--- src/verilog/ulms_pkg.sv ---
// shared constants for the line and modem status register block
`default_nettype none
package ulms_pkg;
  localparam logic [2:0] OFF_FLOW_ONE    = 3'h4;
  localparam logic [2:0] OFF_LINE_STATUS = 3'h5;
  localparam logic [2:0] OFF_FLOW_TWO    = 3'h5;
  localparam logic [2:0] OFF_MODEM_STAT  = 3'h6;
  localparam logic [7:0] LCR_ENH_KEY     = 8'hbf;
  localparam logic [7:0] LSR_RESET       = 8'h60;
  localparam logic [7:0] MSR_RESET       = 8'h00;
  localparam logic [7:0] FLOW_RESET      = 8'h00;
  localparam int LCR_DLAB_BIT    = 7;
  localparam int SFR_SEL_BIT     = 2;
  localparam int MCR_DTR_BIT     = 0;
  localparam int MCR_RTS_BIT     = 1;
  localparam int MCR_OP1_BIT     = 2;
  localparam int MCR_OP2_BIT     = 3;
  localparam int MCR_LOOP_BIT    = 4;
  localparam int LSR_DR          = 0;
  localparam int LSR_OE          = 1;
  localparam int LSR_PE          = 2;
  localparam int LSR_FE          = 3;
  localparam int LSR_BI          = 4;
  localparam int LSR_THRE        = 5;
  localparam int LSR_TEMT        = 6;
  localparam int LSR_FIFO_ERR    = 7;
  // input index order inside the modem block: cts, dsr, ri, cd
  localparam int MI_CTS          = 0;
  localparam int MI_DSR          = 1;
  localparam int MI_RI           = 2;
  localparam int MI_CD           = 3;
endpackage
`default_nettype wire

--- src/verilog/ulms_sync2.sv ---
// two-flop synchroniser for one pin level
`timescale 1ns/1ps
`default_nettype none
module ulms_sync2 (
  input  wire logic clk,
  input  wire logic reset_n,
  input  wire logic pin_in,
  output var  logic level_out
);
  logic meta_reg;

  // pins idle high (inactive) so reset to one avoids a false change flag
  always_ff @(posedge clk) begin
    if (!reset_n) begin
      meta_reg  <= 1'b1;
      level_out <= 1'b1;
    end else begin
      meta_reg  <= pin_in;
      level_out <= meta_reg;
    end
  end
endmodule // ulms_sync2
`default_nettype wire

--- src/verilog/ulms_modem_flag.sv ---
// one modem input: status bit and sticky change flag
`timescale 1ns/1ps
`default_nettype none
module ulms_modem_flag (
  input  wire logic clk,
  input  wire logic reset_n,
  input  wire logic level_n,
  input  wire logic loop_level,
  input  wire logic loop_en,
  input  wire logic rise_only,
  input  wire logic clear,
  output var  logic status,
  output var  logic delta
);
  logic cur;
  logic prev_reg;
  logic changed;

  // loopback drives the status bit from the control register instead of the pin
  assign cur     = loop_en ? loop_level : ~level_n;
  // ring flag: status goes 1->0 means the low-active pin went low to high
  assign changed = rise_only ? (prev_reg & ~cur) : (prev_reg ^ cur);

  always_ff @(posedge clk) begin
    if (!reset_n) begin
      prev_reg <= 1'b0;
      status   <= 1'b0;
    end else begin
      prev_reg <= cur;
      status   <= cur;
    end
  end

  // a change in the read cycle wins over the clear
  always_ff @(posedge clk) begin
    if (!reset_n) begin
      delta <= 1'b0;
    end else if (changed) begin
      delta <= 1'b1;
    end else if (clear) begin
      delta <= 1'b0;
    end
  end
endmodule // ulms_modem_flag
`default_nettype wire

--- src/verilog/ulms_status_regs.sv ---
// line status, modem status and flow-control on-character registers
//
// Behaviour
// - on-chars reachable at line_control 0xbf, sfr bit2 zero
// - on-chars cleared only by power-on reset
// - line status at 05 when dlab clear, reset 60
// - bit7 set while any fifo byte errored
// - bit6 set when transmitter fully idle
// - bit5 set when holding register empties
// - bit4 flags break on head byte
// - bit3 flags framing error on head byte
// - bit2 flags parity error on head byte
// - bit1 set on arrival into full fifo
// - bit0 set while receive fifo holds data
// - modem status at 06 under three zero gates
// - status bits 7..4 are inverted cd ri dsr cts
// - loopback maps control bits 3,2,0,1 to 7..4
// - delta cd dsr cts on any change
// - delta ri only on low-to-high pin change
// - any delta with enable raises modem interrupt
// - control bit4 enables internal loopback
// - control bit2 selects alternate registers at 6,7 while control bit4 is clear
// - dlab hides line and modem status
`timescale 1ns/1ps
`default_nettype none
module ulms_status_regs (
  input  wire logic       clk,
  input  wire logic       reset_n,
  input  wire logic       por_n,
  input  wire logic [2:0] reg_addr,
  input  wire logic       reg_rd,
  input  wire logic       reg_wr,
  input  wire logic [7:0] reg_wdata,
  input  wire logic [7:0] line_control,
  input  wire logic [7:0] modem_control,
  input  wire logic [7:0] special_function_reg,
  input  wire logic       modem_int_en,
  input  wire logic       rx_fifo_nonempty,
  input  wire logic       rx_fifo_full,
  input  wire logic       rx_char_arrive,
  input  wire logic       rx_fifo_any_error,
  input  wire logic       head_parity_err,
  input  wire logic       head_framing_err,
  input  wire logic       head_break,
  input  wire logic       thr_empty,
  input  wire logic       tsr_empty,
  input  wire logic       thr_to_tsr,
  input  wire logic       carrier_detect_n,
  input  wire logic       ring_indicator_n,
  input  wire logic       dsr_n,
  input  wire logic       cts_n,
  output var  logic [7:0] reg_rdata,
  output var  logic       reg_rvalid,
  output var  logic       modem_int,
  output var  logic       loopback_en,
  output var  logic       alt_regs_sel,
  output var  logic [7:0] flow_on_char_one,
  output var  logic [7:0] flow_on_char_two
);
  // ==========================================================
  // access decode
  logic       enh_access;
  logic       std_access;
  logic       msr_access;
  logic       rd_lsr;
  logic       rd_msr;
  logic [7:0] line_status;
  logic [7:0] modem_input_status;
  logic [3:0] pin_sync;
  logic [3:0] pin_raw;
  logic [3:0] loop_lvl;
  logic [3:0] mstat;
  logic [3:0] mdelta;
  logic       overrun_reg;
  logic       thre_reg;
  logic       temt_reg;
  logic       clr_delta;
  logic [7:0] rdata_next;

  assign enh_access = (line_control == ulms_pkg::LCR_ENH_KEY)
                      && !special_function_reg[ulms_pkg::SFR_SEL_BIT];
  assign std_access = !line_control[ulms_pkg::LCR_DLAB_BIT];
  assign msr_access = std_access && !modem_control[ulms_pkg::MCR_OP1_BIT]
                      && !special_function_reg[ulms_pkg::SFR_SEL_BIT];
  assign rd_lsr = reg_rd && std_access && (reg_addr == ulms_pkg::OFF_LINE_STATUS);
  assign rd_msr = reg_rd && msr_access && (reg_addr == ulms_pkg::OFF_MODEM_STAT);

  // ==========================================================
  // flow-control on-characters: power-on reset only
  always_ff @(posedge clk) begin
    if (!por_n) begin
      flow_on_char_one <= ulms_pkg::FLOW_RESET;
      flow_on_char_two <= ulms_pkg::FLOW_RESET;
    end else if (reg_wr && enh_access) begin
      if (reg_addr == ulms_pkg::OFF_FLOW_ONE) begin
        flow_on_char_one <= reg_wdata;
      end
      if (reg_addr == ulms_pkg::OFF_FLOW_TWO) begin
        flow_on_char_two <= reg_wdata;
      end
    end
  end

  // ==========================================================
  // line status
  always_ff @(posedge clk) begin
    if (!reset_n) begin
      overrun_reg <= ulms_pkg::LSR_RESET[ulms_pkg::LSR_OE];
    end else if (rx_char_arrive && rx_fifo_full) begin
      overrun_reg <= 1'b1;
    end else if (rd_lsr) begin
      overrun_reg <= 1'b0;
    end
  end

  always_ff @(posedge clk) begin
    if (!reset_n) begin
      thre_reg <= ulms_pkg::LSR_RESET[ulms_pkg::LSR_THRE];
      temt_reg <= ulms_pkg::LSR_RESET[ulms_pkg::LSR_TEMT];
    end else begin
      if (thr_to_tsr) begin
        thre_reg <= 1'b1;
      end else if (!thr_empty) begin
        thre_reg <= 1'b0;
      end
      temt_reg <= thr_empty && tsr_empty && !thr_to_tsr;
    end
  end

  always_comb begin
    line_status = 8'h00;
    line_status[ulms_pkg::LSR_FIFO_ERR] = rx_fifo_any_error;
    line_status[ulms_pkg::LSR_TEMT]     = temt_reg;
    line_status[ulms_pkg::LSR_THRE]     = thre_reg;
    line_status[ulms_pkg::LSR_BI]       = rx_fifo_nonempty && head_break;
    line_status[ulms_pkg::LSR_FE]       = rx_fifo_nonempty && head_framing_err;
    line_status[ulms_pkg::LSR_PE]       = rx_fifo_nonempty && head_parity_err;
    line_status[ulms_pkg::LSR_OE]       = overrun_reg;
    line_status[ulms_pkg::LSR_DR]       = rx_fifo_nonempty;
  end

  // ==========================================================
  // modem inputs
  assign pin_raw = {carrier_detect_n, ring_indicator_n, dsr_n, cts_n};
  assign loop_lvl = {modem_control[ulms_pkg::MCR_OP2_BIT],
                     modem_control[ulms_pkg::MCR_OP1_BIT],
                     modem_control[ulms_pkg::MCR_DTR_BIT],
                     modem_control[ulms_pkg::MCR_RTS_BIT]};
  assign clr_delta = rd_msr;

  genvar gi;
  generate
    for (gi = 0; gi < 4; gi++) begin : g_modem
      ulms_sync2 u_sync (
        .clk       (clk),
        .reset_n   (reset_n),
        .pin_in    (pin_raw[gi]),
        .level_out (pin_sync[gi])
      );
      ulms_modem_flag u_flag (
        .clk        (clk),
        .reset_n    (reset_n),
        .level_n    (pin_sync[gi]),
        .loop_level (loop_lvl[gi]),
        .loop_en    (loopback_en),
        .rise_only  (gi == ulms_pkg::MI_RI),
        .clear      (clr_delta),
        .status     (mstat[gi]),
        .delta      (mdelta[gi])
      );
    end
  endgenerate

  assign modem_input_status = {mstat, mdelta};

  // ==========================================================
  // control outputs and read port
  always_ff @(posedge clk) begin
    if (!reset_n) begin
      loopback_en  <= 1'b0;
      alt_regs_sel <= 1'b0;
      modem_int    <= 1'b0;
    end else begin
      loopback_en  <= modem_control[ulms_pkg::MCR_LOOP_BIT];
      alt_regs_sel <= !modem_control[ulms_pkg::MCR_LOOP_BIT]
                      && modem_control[ulms_pkg::MCR_OP1_BIT];
      modem_int    <= modem_int_en && (|mdelta);
    end
  end

  always_comb begin
    rdata_next = 8'h00;
    if (enh_access && reg_addr == ulms_pkg::OFF_FLOW_ONE) begin
      rdata_next = flow_on_char_one;
    end else if (enh_access && reg_addr == ulms_pkg::OFF_FLOW_TWO) begin
      rdata_next = flow_on_char_two;
    end else if (std_access && reg_addr == ulms_pkg::OFF_LINE_STATUS) begin
      rdata_next = line_status;
    end else if (msr_access && reg_addr == ulms_pkg::OFF_MODEM_STAT) begin
      rdata_next = modem_input_status;
    end
  end

  always_ff @(posedge clk) begin
    if (!reset_n) begin
      reg_rdata  <= 8'h00;
      reg_rvalid <= 1'b0;
    end else begin
      reg_rvalid <= reg_rd;
      if (reg_rd) begin
        reg_rdata <= rdata_next;
      end
    end
  end
endmodule // ulms_status_regs
`default_nettype wire

--- config.mk ---
export PLATFORM = sky130hd
export DESIGN_NAME = ulms_status_regs
export DESIGN_NICKNAME = d
export VERILOG_FILES = /design/src/verilog/ulms_pkg.sv /design/src/verilog/ulms_sync2.sv /design/src/verilog/ulms_modem_flag.sv /design/src/verilog/ulms_status_regs.sv
export SDC_FILE = /design/constraint.sdc
export NUM_CORES = 1
export LEC_CHECK = 0
export ABC_AREA = 1
export BUFFER_PORTS_ARGS = -buffer_cell sky130_fd_sc_hd__buf_2
export CORE_ASPECT_RATIO = 1.75
export CORE_MARGIN = 2
export CORE_UTILIZATION = 51
export DETAILED_ROUTE_END_ITERATION = 8
export GPL_TIMING_DRIVEN = 0
export PLACE_DENSITY = 0.8
export SETUP_SLACK_MARGIN = 0.02
export SYNTH_ARGS = -nofsm -noshare
export SYNTH_HDL_FRONTEND = slang
export SYNTH_SLANG_ARGS = --single-unit
--- constraint.sdc ---
create_clock -name clk -period 2.4 [get_ports clk]
set_input_delay 0.12 -clock clk [delete_from_list [all_inputs] [get_ports clk]]
set_output_delay 0.12 -clock clk [all_outputs]
set_load 0.05 [all_outputs]
# Word level (Yosys, flattened, before mapping)
# Cells that the tools add are included.
[totals]
register_bits = 47
latch_bits = 0
ramBits = 0
rom_bits = 0
input_bits = 55
out_inout_bits = 28
word_cells = 89
n_memories = 0
[op_classes]
n_addsub = 0
n_mul = 0
div = 0
n_lt_le_gt_ge = 0
n_eq_ne = 4
shift = 0
muxes = 15
bitwise_logic = 10
reduce_logical = 34
[op_table]
columns = ["op", "count"]
rows = [
  ["two-way mux 8 bit", 4],
  ["logical AND 1 bit", 20],
  ["two-way mux 1 bit", 11],
  ["nonzero test 2 bit", 5],
  ["equality test 3 bit, second input constant", 3],
  ["equality test 8 bit, second input constant", 1],
  ["NOT 1 bit", 6],
  ["logical NOT 1 bit", 5],
  ["AND reduction 2 bit", 2],
  ["OR reduction 4 bit", 1],
  ["bitwise XOR 1 bit", 3],
  ["OR reduction 2 bit", 1],
  ["bitwise AND 1 bit", 1],
]

# Logic depth before layout (Yosys ltp)
# Gate-level depths: netlist of run 1.
[depth]
ltp_word = 8
mapped_depth = 10

# Modules after synthesis
# Synthesis of run 1 repeated with hierarchy kept, for this count alone.
[unflattened]
hier_cells = 292
area_unflattened_um2 = 2132.0
[modules_own_cells]
columns = ["module", "n_inst", "cells_per_inst", "area_each_um2", "seq_area_each_um2"]
rows = [
  ["ulms_status_regs", 1, 204, 1496.4, 620.6],
  ["ulms_modem_flag", 4, 16, 103.8, 40.0],
  ["ulms_sync2", 4, 6, 55.1, 40.0],
]

# Worst setup path after synthesis of run 1
# No wires, ideal clock.
[synth_timing]
path_type = "register -> register"
start = "register loopback_en"
end = "register g_modem[0].u_flag.delta"
setup_ps = 71
t_arrival_ps = 1254
required_time_ps = 2329
slack_ps = 1075
stages_incl_launch_ff = 4
period_less_slack_ps = 1325
cell_sequence = "dfxtp_1 > o21ai_0 > xor2_1 > a21oi_1"
[synth_via]
elab_chain_cells = 3
elab_cells_between_ends = 4
cone_classes = "mux: 2; bitwise: 1; reduce/logical: 1"
[synth_lines]
columns = ["element", "line_no", "text"]
rows = [
  ["start: declaration", "ulms_status_regs.sv:55", "output var logic loopback_en,"],
  ["start signal: assignment", "ulms_status_regs.sv:184", "loopback_en <= modem_control[ulms_pkg::MCR_LOOP_BIT];"],
  ["two-way mux 1 bit (*)", "ulms_modem_flag.sv:20", "assign cur = loop_en ? loop_level : ~level_n;"],
  ["bitwise XOR 1 bit (*)", "ulms_modem_flag.sv:22", "assign changed = rise_only ? (prev_reg & ~cur) : (prev_reg ^ cur);"],
  ["two-way mux 1 bit or nonzero test 2 bit (tied branches)", "n/a", ""],
  ["end signal: assignment", "ulms_modem_flag.sv:37", "delta <= 1'b0;"],
  ["end signal: assignment", "ulms_modem_flag.sv:39", "delta <= 1'b1;"],
  ["end signal: assignment", "ulms_modem_flag.sv:41", "delta <= 1'b0;"],
  ["end: declaration", "ulms_modem_flag.sv:13", "output var logic delta"],
]
# Every way passes the cells marked *; elsewhere a longest branch is shown, timed or not.
# A chain may end at the register's enable or synchronous reset.

# Worst setup path in the final report of run 1
[layout_timing]
start = "register loopback_en"
end = "output loopback_en"
# No word-level cell between the ends.

==> flow_summary_export.csv, run 1 <==
group,metric,value,unit
status,outcome,"complete, no violations",
clocking,clk_latency,0.30,ns
pwr,total_leakage_power,1.31,nW
critical_path,crit_buf_inv,1,
sta,fin_tns_setup,0,ns
pwr,powerDensity,646,nW/µm²
critical_path,start_kind,"register",
sta,max_clock_freq,822,MHz
critical_path,worst_ep_required_time,2.28,ns
critical_path,end_kind,"output port",
sta,maxSlewViolCount,0,
critical_path,cpMaxStageDelayCell,"dfxtp_1",
placement,dp_hpwl,3.88,mm
clocking,cts_tree,"done",
logic_synthesis,yosys_warnings,0,
logic_synthesis,syn_area_per_cell,7.78,µm²
logic_synthesis,syn-num-nets,315,
floorplan,core-area,3830,µm²
logic_synthesis,synth.area.top_cells,"dfxtp_1, nand2_1, o21ai_0, inv_1, a21oi_1",
global_route,grt_max_degree,16,
floorplan,dieArea,4500,µm²
global_route,grt_pass1_vias,1811,
floorplan,rows,30,
finish,antenna_cells,0,
floorplan,fp.dieH,87.3,µm
flow_run,maxCapViolCount,0,
logic_synthesis,syn_area,2020,µm²
pwr,ir_drop,507,µV
logic_synthesis,synthDistinctLibCells,28,
floorplan,die_w,51.6,µm
clocking,cts-htree-levels,2,
placement,finalWeightedCongestion,0.912,
critical_path,worstPathMaxFanout,9,
logic_synthesis,seq_area_frac_synth,46.5,%
critical_path,critPathKind,"register to output port",
critical_path,worst_path_largest_cell_delay,0.48,ns
sta,fin_crit_sh,50.7,%
critical_path,worstPathArrival,1.10,ns
clocking,clock_path_buffers,2,
detailed_routing,initialDrtViolationCount,23,
placement,post-place-ws,1.01,ns
logic_synthesis,syn_inst,260,
detailed_routing,remaining_drc_errors,0,
worst_hold_path,min_path_type,"input port to register",
logic_synthesis,synth_top_area_cell,"dfxtp_1",
clocking,cts_buffers,5,
finish,nNetsFinal,397,
sta,setup_viol,0,
critical_path,crit_chain,"buf_2",
sta,rsz0062_at_grt,"false",
clocking,clockRootBuffer,"clkbuf_8",
placement,port_buffers,71,
sta,finalHoldViolations,0,
clocking,clkSinkCount,47,
clocking,cts-resized-gates,0,
clocking,clk_pin_slew,0.09,ns
sta,worstMarginPinSlew,0.648,ns
finish,reg_top3,"flow_on_char_one x8, flow_on_char_two x8, reg_rdata x8",
sta,min_period,1.22,ns
detailed_routing,wl,4.85,mm
critical_path,path_delay_family,"flip-flops",
finish,synthToLayoutAreaGrowth,29.3,%
detailed_routing,num_vias,1924,
global_route,track_usage,22.8,%
global_route,antenna_found_initial,0,
detailed_routing,ant_nets,0,
logic_synthesis,synth_largest_type_area_fraction,46.5,%
logic_synthesis,ys_ff_latch,47,
detailed_routing,dr.pass1.iters,4,
sta,slew_headroom,56.5,%
finish,drive_gt1_share,30.9,%
floorplan,io_pins,83,
global_route,overflow,0,
detailed_routing,wl_per_cell,12.4,µm
floorplan,start_util,52.8,%
sta,finalWorstSetupSlack,1.18,ns
sta,finClkSkew,0.00545,ns
detailed_routing,vias_per_cell,4.92,
global_route,grt_pass1_wl,7.65,mm
[metrics by stage]
step / instance area (µm²) / utilization, % / instances / hold slack, ns / total power [mW]
2_1_floorplan: 2020 / - / 260 / 0.192 / 0.946
5_1_grt: 2610 / 68.3 / 391 / 0.00344 / 1.74
4_1_cts: 2610 / 68.3 / 391 / 0.000331 / 1.70
3_5_place_dp: 2440 / 63.7 / 379 / 0.297 / 1.02
3_3_place_gp: 2440 / 63.7 / 379 / 0.294 / 1.01
6_report: 2610 / 68.3 / 391 / 0.00360 / 1.69
[power by group]
| group | internal (mW) | switching (mW) |
|---|---|---|
| clock | 0.415 | 0.270 |
| sequential | 0.807 | 0.0137 |
| combinational | 0.0690 | 0.114 |
| total | 1.29 | 0.398 |
[repair_timing]
action / in CTS / in global routing
buffers inserted: 0 / 0
endpoints found under the hold margin: 4 / 0
hold buffers: 4 / 0
[cells in the final DEF (no fill, tap or decap), types with 2 or more instances in the layout]
master / Yosys / final
a21oi_1: 21 / 21
a21oi_2: 4 / 4
a22oi_1: 3 / 3
buf_2: 1 / 72
bufinv_16: 0 / 2
clkbuf_1: 6 / 6
clkbuf_8: 0 / 5
dfxtp_1: 47 / 47
dlygate4sd3_1: 0 / 4
inv_1: 33 / 33
nand2_1: 39 / 39
nand2_4: 2 / 2
nand3_1: 14 / 14
nand4_1: 7 / 7
nor2_1: 28 / 28
nor2_4: 3 / 3
o21ai_0: 27 / 27
o21ai_1: 2 / 2
o21ai_2: 2 / 2
or2_2: 8 / 8
xor2_1: 3 / 3
[cells in the mapped netlist]
cell type and number:
nand2_1 39, buf_6 1, nor3_1 1, nor4_1 1
nor3b_4 1, inv_2 1, nand2_2 1, dfxtp_1 47
o21ai_0 27, buf_12 1, a22oi_1 3, nand4_1 7
or2_2 8, nor2_4 3, a21oi_2 4, xor2_1 3
buf_2 1, nand3_1 14, nor2_8 1, o21ai_1 2
clkbuf_1 6, nor2_1 28, nor2_2 1, a211o_1 1
inv_1 33, a21oi_1 21, nand2_4 2, o21ai_2 2
[per-layer routing]
| metal | GRT usage (%) | wire length (µm) | share of wire [%] |
|---|---|---|---|
| met5 | 0 | 0 | 0 |
| met3 | 5.15 | 201 | 4.1 |
| met1 | 20.7 | 1700 | 35 |
| met4 | 9.81 | 131 | 2.7 |
| met2 | 45.3 | 2820 | 58 |
[cell type report]
class                      instances  area (µm²)
buffer                             9        58.8
clock buffer                       5        68.8
clock inverter                     3        67.6
fill                             370        1210
inverter                          34         128
multi-input combinational        170         895
sequential                        47         941
tap                               48        60.1
timing repair buffer              75         395
[worst paths after layout]
path | start | cells past startpoint | slack, ns | to
hold / removal | carrier_detect_n | 2 | 0.004 | g_modem[3].u_sync.meta_reg$_SDFF_PN1_
setup / recovery | loopback_en$_SDFF_PN0_ | 1 | 1.18 | loopback_en
hold reg to reg | g_modem[3].u_sync.meta_reg$_SDFF_PN1_ | 1 | 0.43 | g_modem[3].u_sync.level_out$_SDFF_PN1_
setup reg to reg | loopback_en$_SDFF_PN0_ | 4 | 1.33 | g_modem[3].u_flag.delta$_SDFFE_PN0P_
[cell families (layout without fill, tap and decap cells)]
logic type | count (synthesis) | count (layout) | share of synthesized area (%)
AO/OA/AOI/OAI | 60 | 60 | 16.5
buffers and inverters | 43 | 126 | 9.22
AND/OR/NAND/NOR | 107 | 107 | 26.4
flip-flops | 47 | 47 | 46.5
XOR/XNOR | 3 | 3 | 1.30
(Power assumes the default switching activity.)
==> run 2: changes to the inputs <==
--- a/config.mk
+++ b/config.mk
@@ -9,10 +9,10 @@
 export BUFFER_PORTS_ARGS = -buffer_cell sky130_fd_sc_hd__buf_2
 export CORE_ASPECT_RATIO = 1.75
 export CORE_MARGIN = 2
-export CORE_UTILIZATION = 51
+export CORE_UTILIZATION = 43
 export DETAILED_ROUTE_END_ITERATION = 8
 export GPL_TIMING_DRIVEN = 0
-export PLACE_DENSITY = 0.8
+export PLACE_DENSITY = 0.71
 export SETUP_SLACK_MARGIN = 0.02
 export SYNTH_ARGS = -nofsm -noshare
 export SYNTH_HDL_FRONTEND = slang
==> constraint.sdc (replaced) <==
create_clock -name clk -period 1.1 [get_ports clk]
set_input_delay 0.055 -clock clk [delete_from_list [all_inputs] [get_ports clk]]
set_output_delay 0.055 -clock clk [all_outputs]
set_load 0.05 [all_outputs]
==> flow_summary_export.csv, run 2 (synthesis results as in run 1) <==
group,metric,value,unit
floorplan,core-area,4620,µm²
finish,drive_gt1_share,31.4,%
clocking,clock_path_buffers,2,
detailed_routing,dr.pass1.iters,4,
pwr,ir_drop,998,µV
detailed_routing,initialDrtViolationCount,38,
placement,port_buffers,71,
global_route,overflow,0,
sta,finClkSkew,0.00636,ns
global_route,antenna_found_initial,0,
critical_path,worst_ep_required_time,1.04,ns
critical_path,worstPathMaxFanout,9,
detailed_routing,vias_per_cell,4.92,
sta,maxSlewViolCount,0,
critical_path,crit_buf_inv,1,
worst_hold_path,min_path_type,"input port to register",
global_route,grt_pass1_wl,8.30,mm
clocking,cts-htree-levels,2,
critical_path,critPathKind,"register to output port",
clocking,clk_latency,0.30,ns
floorplan,fp.dieH,94.7,µm
clocking,cts_tree,"done",
sta,fin_crit_sh,94.7,%
placement,finalWeightedCongestion,0.870,
clocking,clockRootBuffer,"clkbuf_8",
worst_hold_path,min_path_cells,3,
global_route,grt_max_degree,16,
sta,rsz0062_at_grt,"false",
finish,final_common_cell,"buf_2",
sta,finalHoldViolations,0,
sta,setup_viol,0,
finish,seqCellArea,945,µm²
floorplan,io_pins,83,
detailed_routing,ant_nets,0,
pwr,total_leakage_power,1.35,nW
placement,dp_hpwl,4.01,mm
clocking,clkSinkCount,47,
sta,slew_headroom,71.9,%
detailed_routing,remaining_drc_errors,0,
finish,num-fill-cells,469,
floorplan,die_w,55.8,µm
sta,hold_ws,0.00793,ns
floorplan,dieArea,5290,µm²
flow_run,maxCapViolCount,0,
critical_path,path_depth,1,
critical_path,start_kind,"register",
detailed_routing,wl,5.07,mm
finish,reg_top3,"flow_on_char_one x8, flow_on_char_two x8, reg_rdata x8",
detailed_routing,wl_per_cell,12.5,µm
sta,worstMarginPinSlew,0.419,ns
critical_path,rr_worst_depth,3,
global_route,track_usage,20.0,%
finish,multi_input_area,905,µm²
critical_path,worst_path_largest_cell_delay,0.41,ns
critical_path,cpMaxStageDelayCell,"dfxtp_4",
sta,max_clock_freq,960,MHz
finish,final_cell_mix,"buf_2, dfxtp_1, nand2_1",
critical_path,path_delay_family,"flip-flops",
critical_path,worstPathArrival,0.99,ns
floorplan,rows,33,
finish,antenna_cells,0,
clocking,clk_pin_slew,0.09,ns
critical_path,crit_chain,"buf_2",
sta,min_period,1.04,ns
critical_path,end_kind,"output port",
global_route,grt_pass1_vias,1902,
pwr,powerDensity,1290,nW/µm²
detailed_routing,num_vias,1993,
status,outcome,"complete, no violations",
pwr,power.total,3.48,mW
finish,synthToLayoutAreaGrowth,33.7,%
floorplan,start_util,43.7,%
clocking,cts_buffers,5,
finish,nNetsFinal,407,
-- run 2: cell types whose count changed in the layout (fill, tap and decap cells not counted), sizes merged --
cell and change:
dlygate4sd3 +7, buf +3, clkinv +2, bufinv -1, clkinvlp -1
-- run 2: through the flow --
| stage | setup slack (ns) | cell area, µm² | util, % | cells | TNS (ns) |
|---|---|---|---|---|---|
| final | 0.0583 | 2700 | 58.5 | 405 | 0 |
| after global routing | 0.0208 | 2700 | 58.5 | 405 | 0 |
| after CTS | 0.0171 | 2660 | 57.4 | 401 | 0 |
| after detailed placement | -0.218 | 2440 | 52.8 | 383 | -3.85 |
| after global placement | -0.182 | 2440 | 52.8 | 383 | -3.23 |
| after floorplan | 0.0205 | 2020 | - | 260 | 0 |
-- run 2: routing by layer --
metal	part of all wire, %	wire, µm	global-route usage [%]
met1	36	1800	18.6
met2	55	2810	39.5
met3	4.3	217	4.11
met4	4.7	239	11.5
met5	0	0	0
-- run 2: where the power goes --
| group | leakage (nW) | switching, mW | internal, mW |
|---|---|---|---|
| logic | 0.906 | 0.257 | 0.173 |
| clock network | 0.0581 | 0.579 | 0.677 |
| registers | 0.385 | 0.0304 | 1.76 |
-- run 2: timing repair --
item	in CTS	in global routing
endpoints found under the hold margin	10	1
setup buffers	0	3
gates resized for setup	0	9
hold buffers	10	1
setup endpoints to repair	2	16
pin swaps	0	2
-- run 2: area by class of cell --
| cell class | count | area share, % |
|---|---|---|
| inverters | 34 | 4.72 |
| multi-input cells | 170 | 33.5 |
| clock inverters | 3 | 1.62 |
| flip-flops and latches | 47 | 34.9 |
| clock buffers | 5 | 2.55 |
| well taps | 52 | 2.41 |
| repair buffers | 85 | 18.0 |
| plain buffers | 9 | 2.27 |
-- run 2: final timing paths --
| path | start | end | slack (ns) |
|---|---|---|---|
| hold / removal | reg_wdata[6] | flow_on_char_two[6]$_SDFFE_PN0P_ | 0.008 |
| hold reg to reg | g_modem[1].u_sync.meta_reg$_SDFF_PN1_ | g_modem[1].u_sync.level_out$_SDFF_PN1_ | 0.42 |
| setup reg to reg | loopback_en$_SDFF_PN0_ | g_modem[3].u_flag.delta$_SDFFE_PN0P_ | 0.11 |
| setup / recovery | loopback_en$_SDFF_PN0_ | loopback_en | 0.06 |
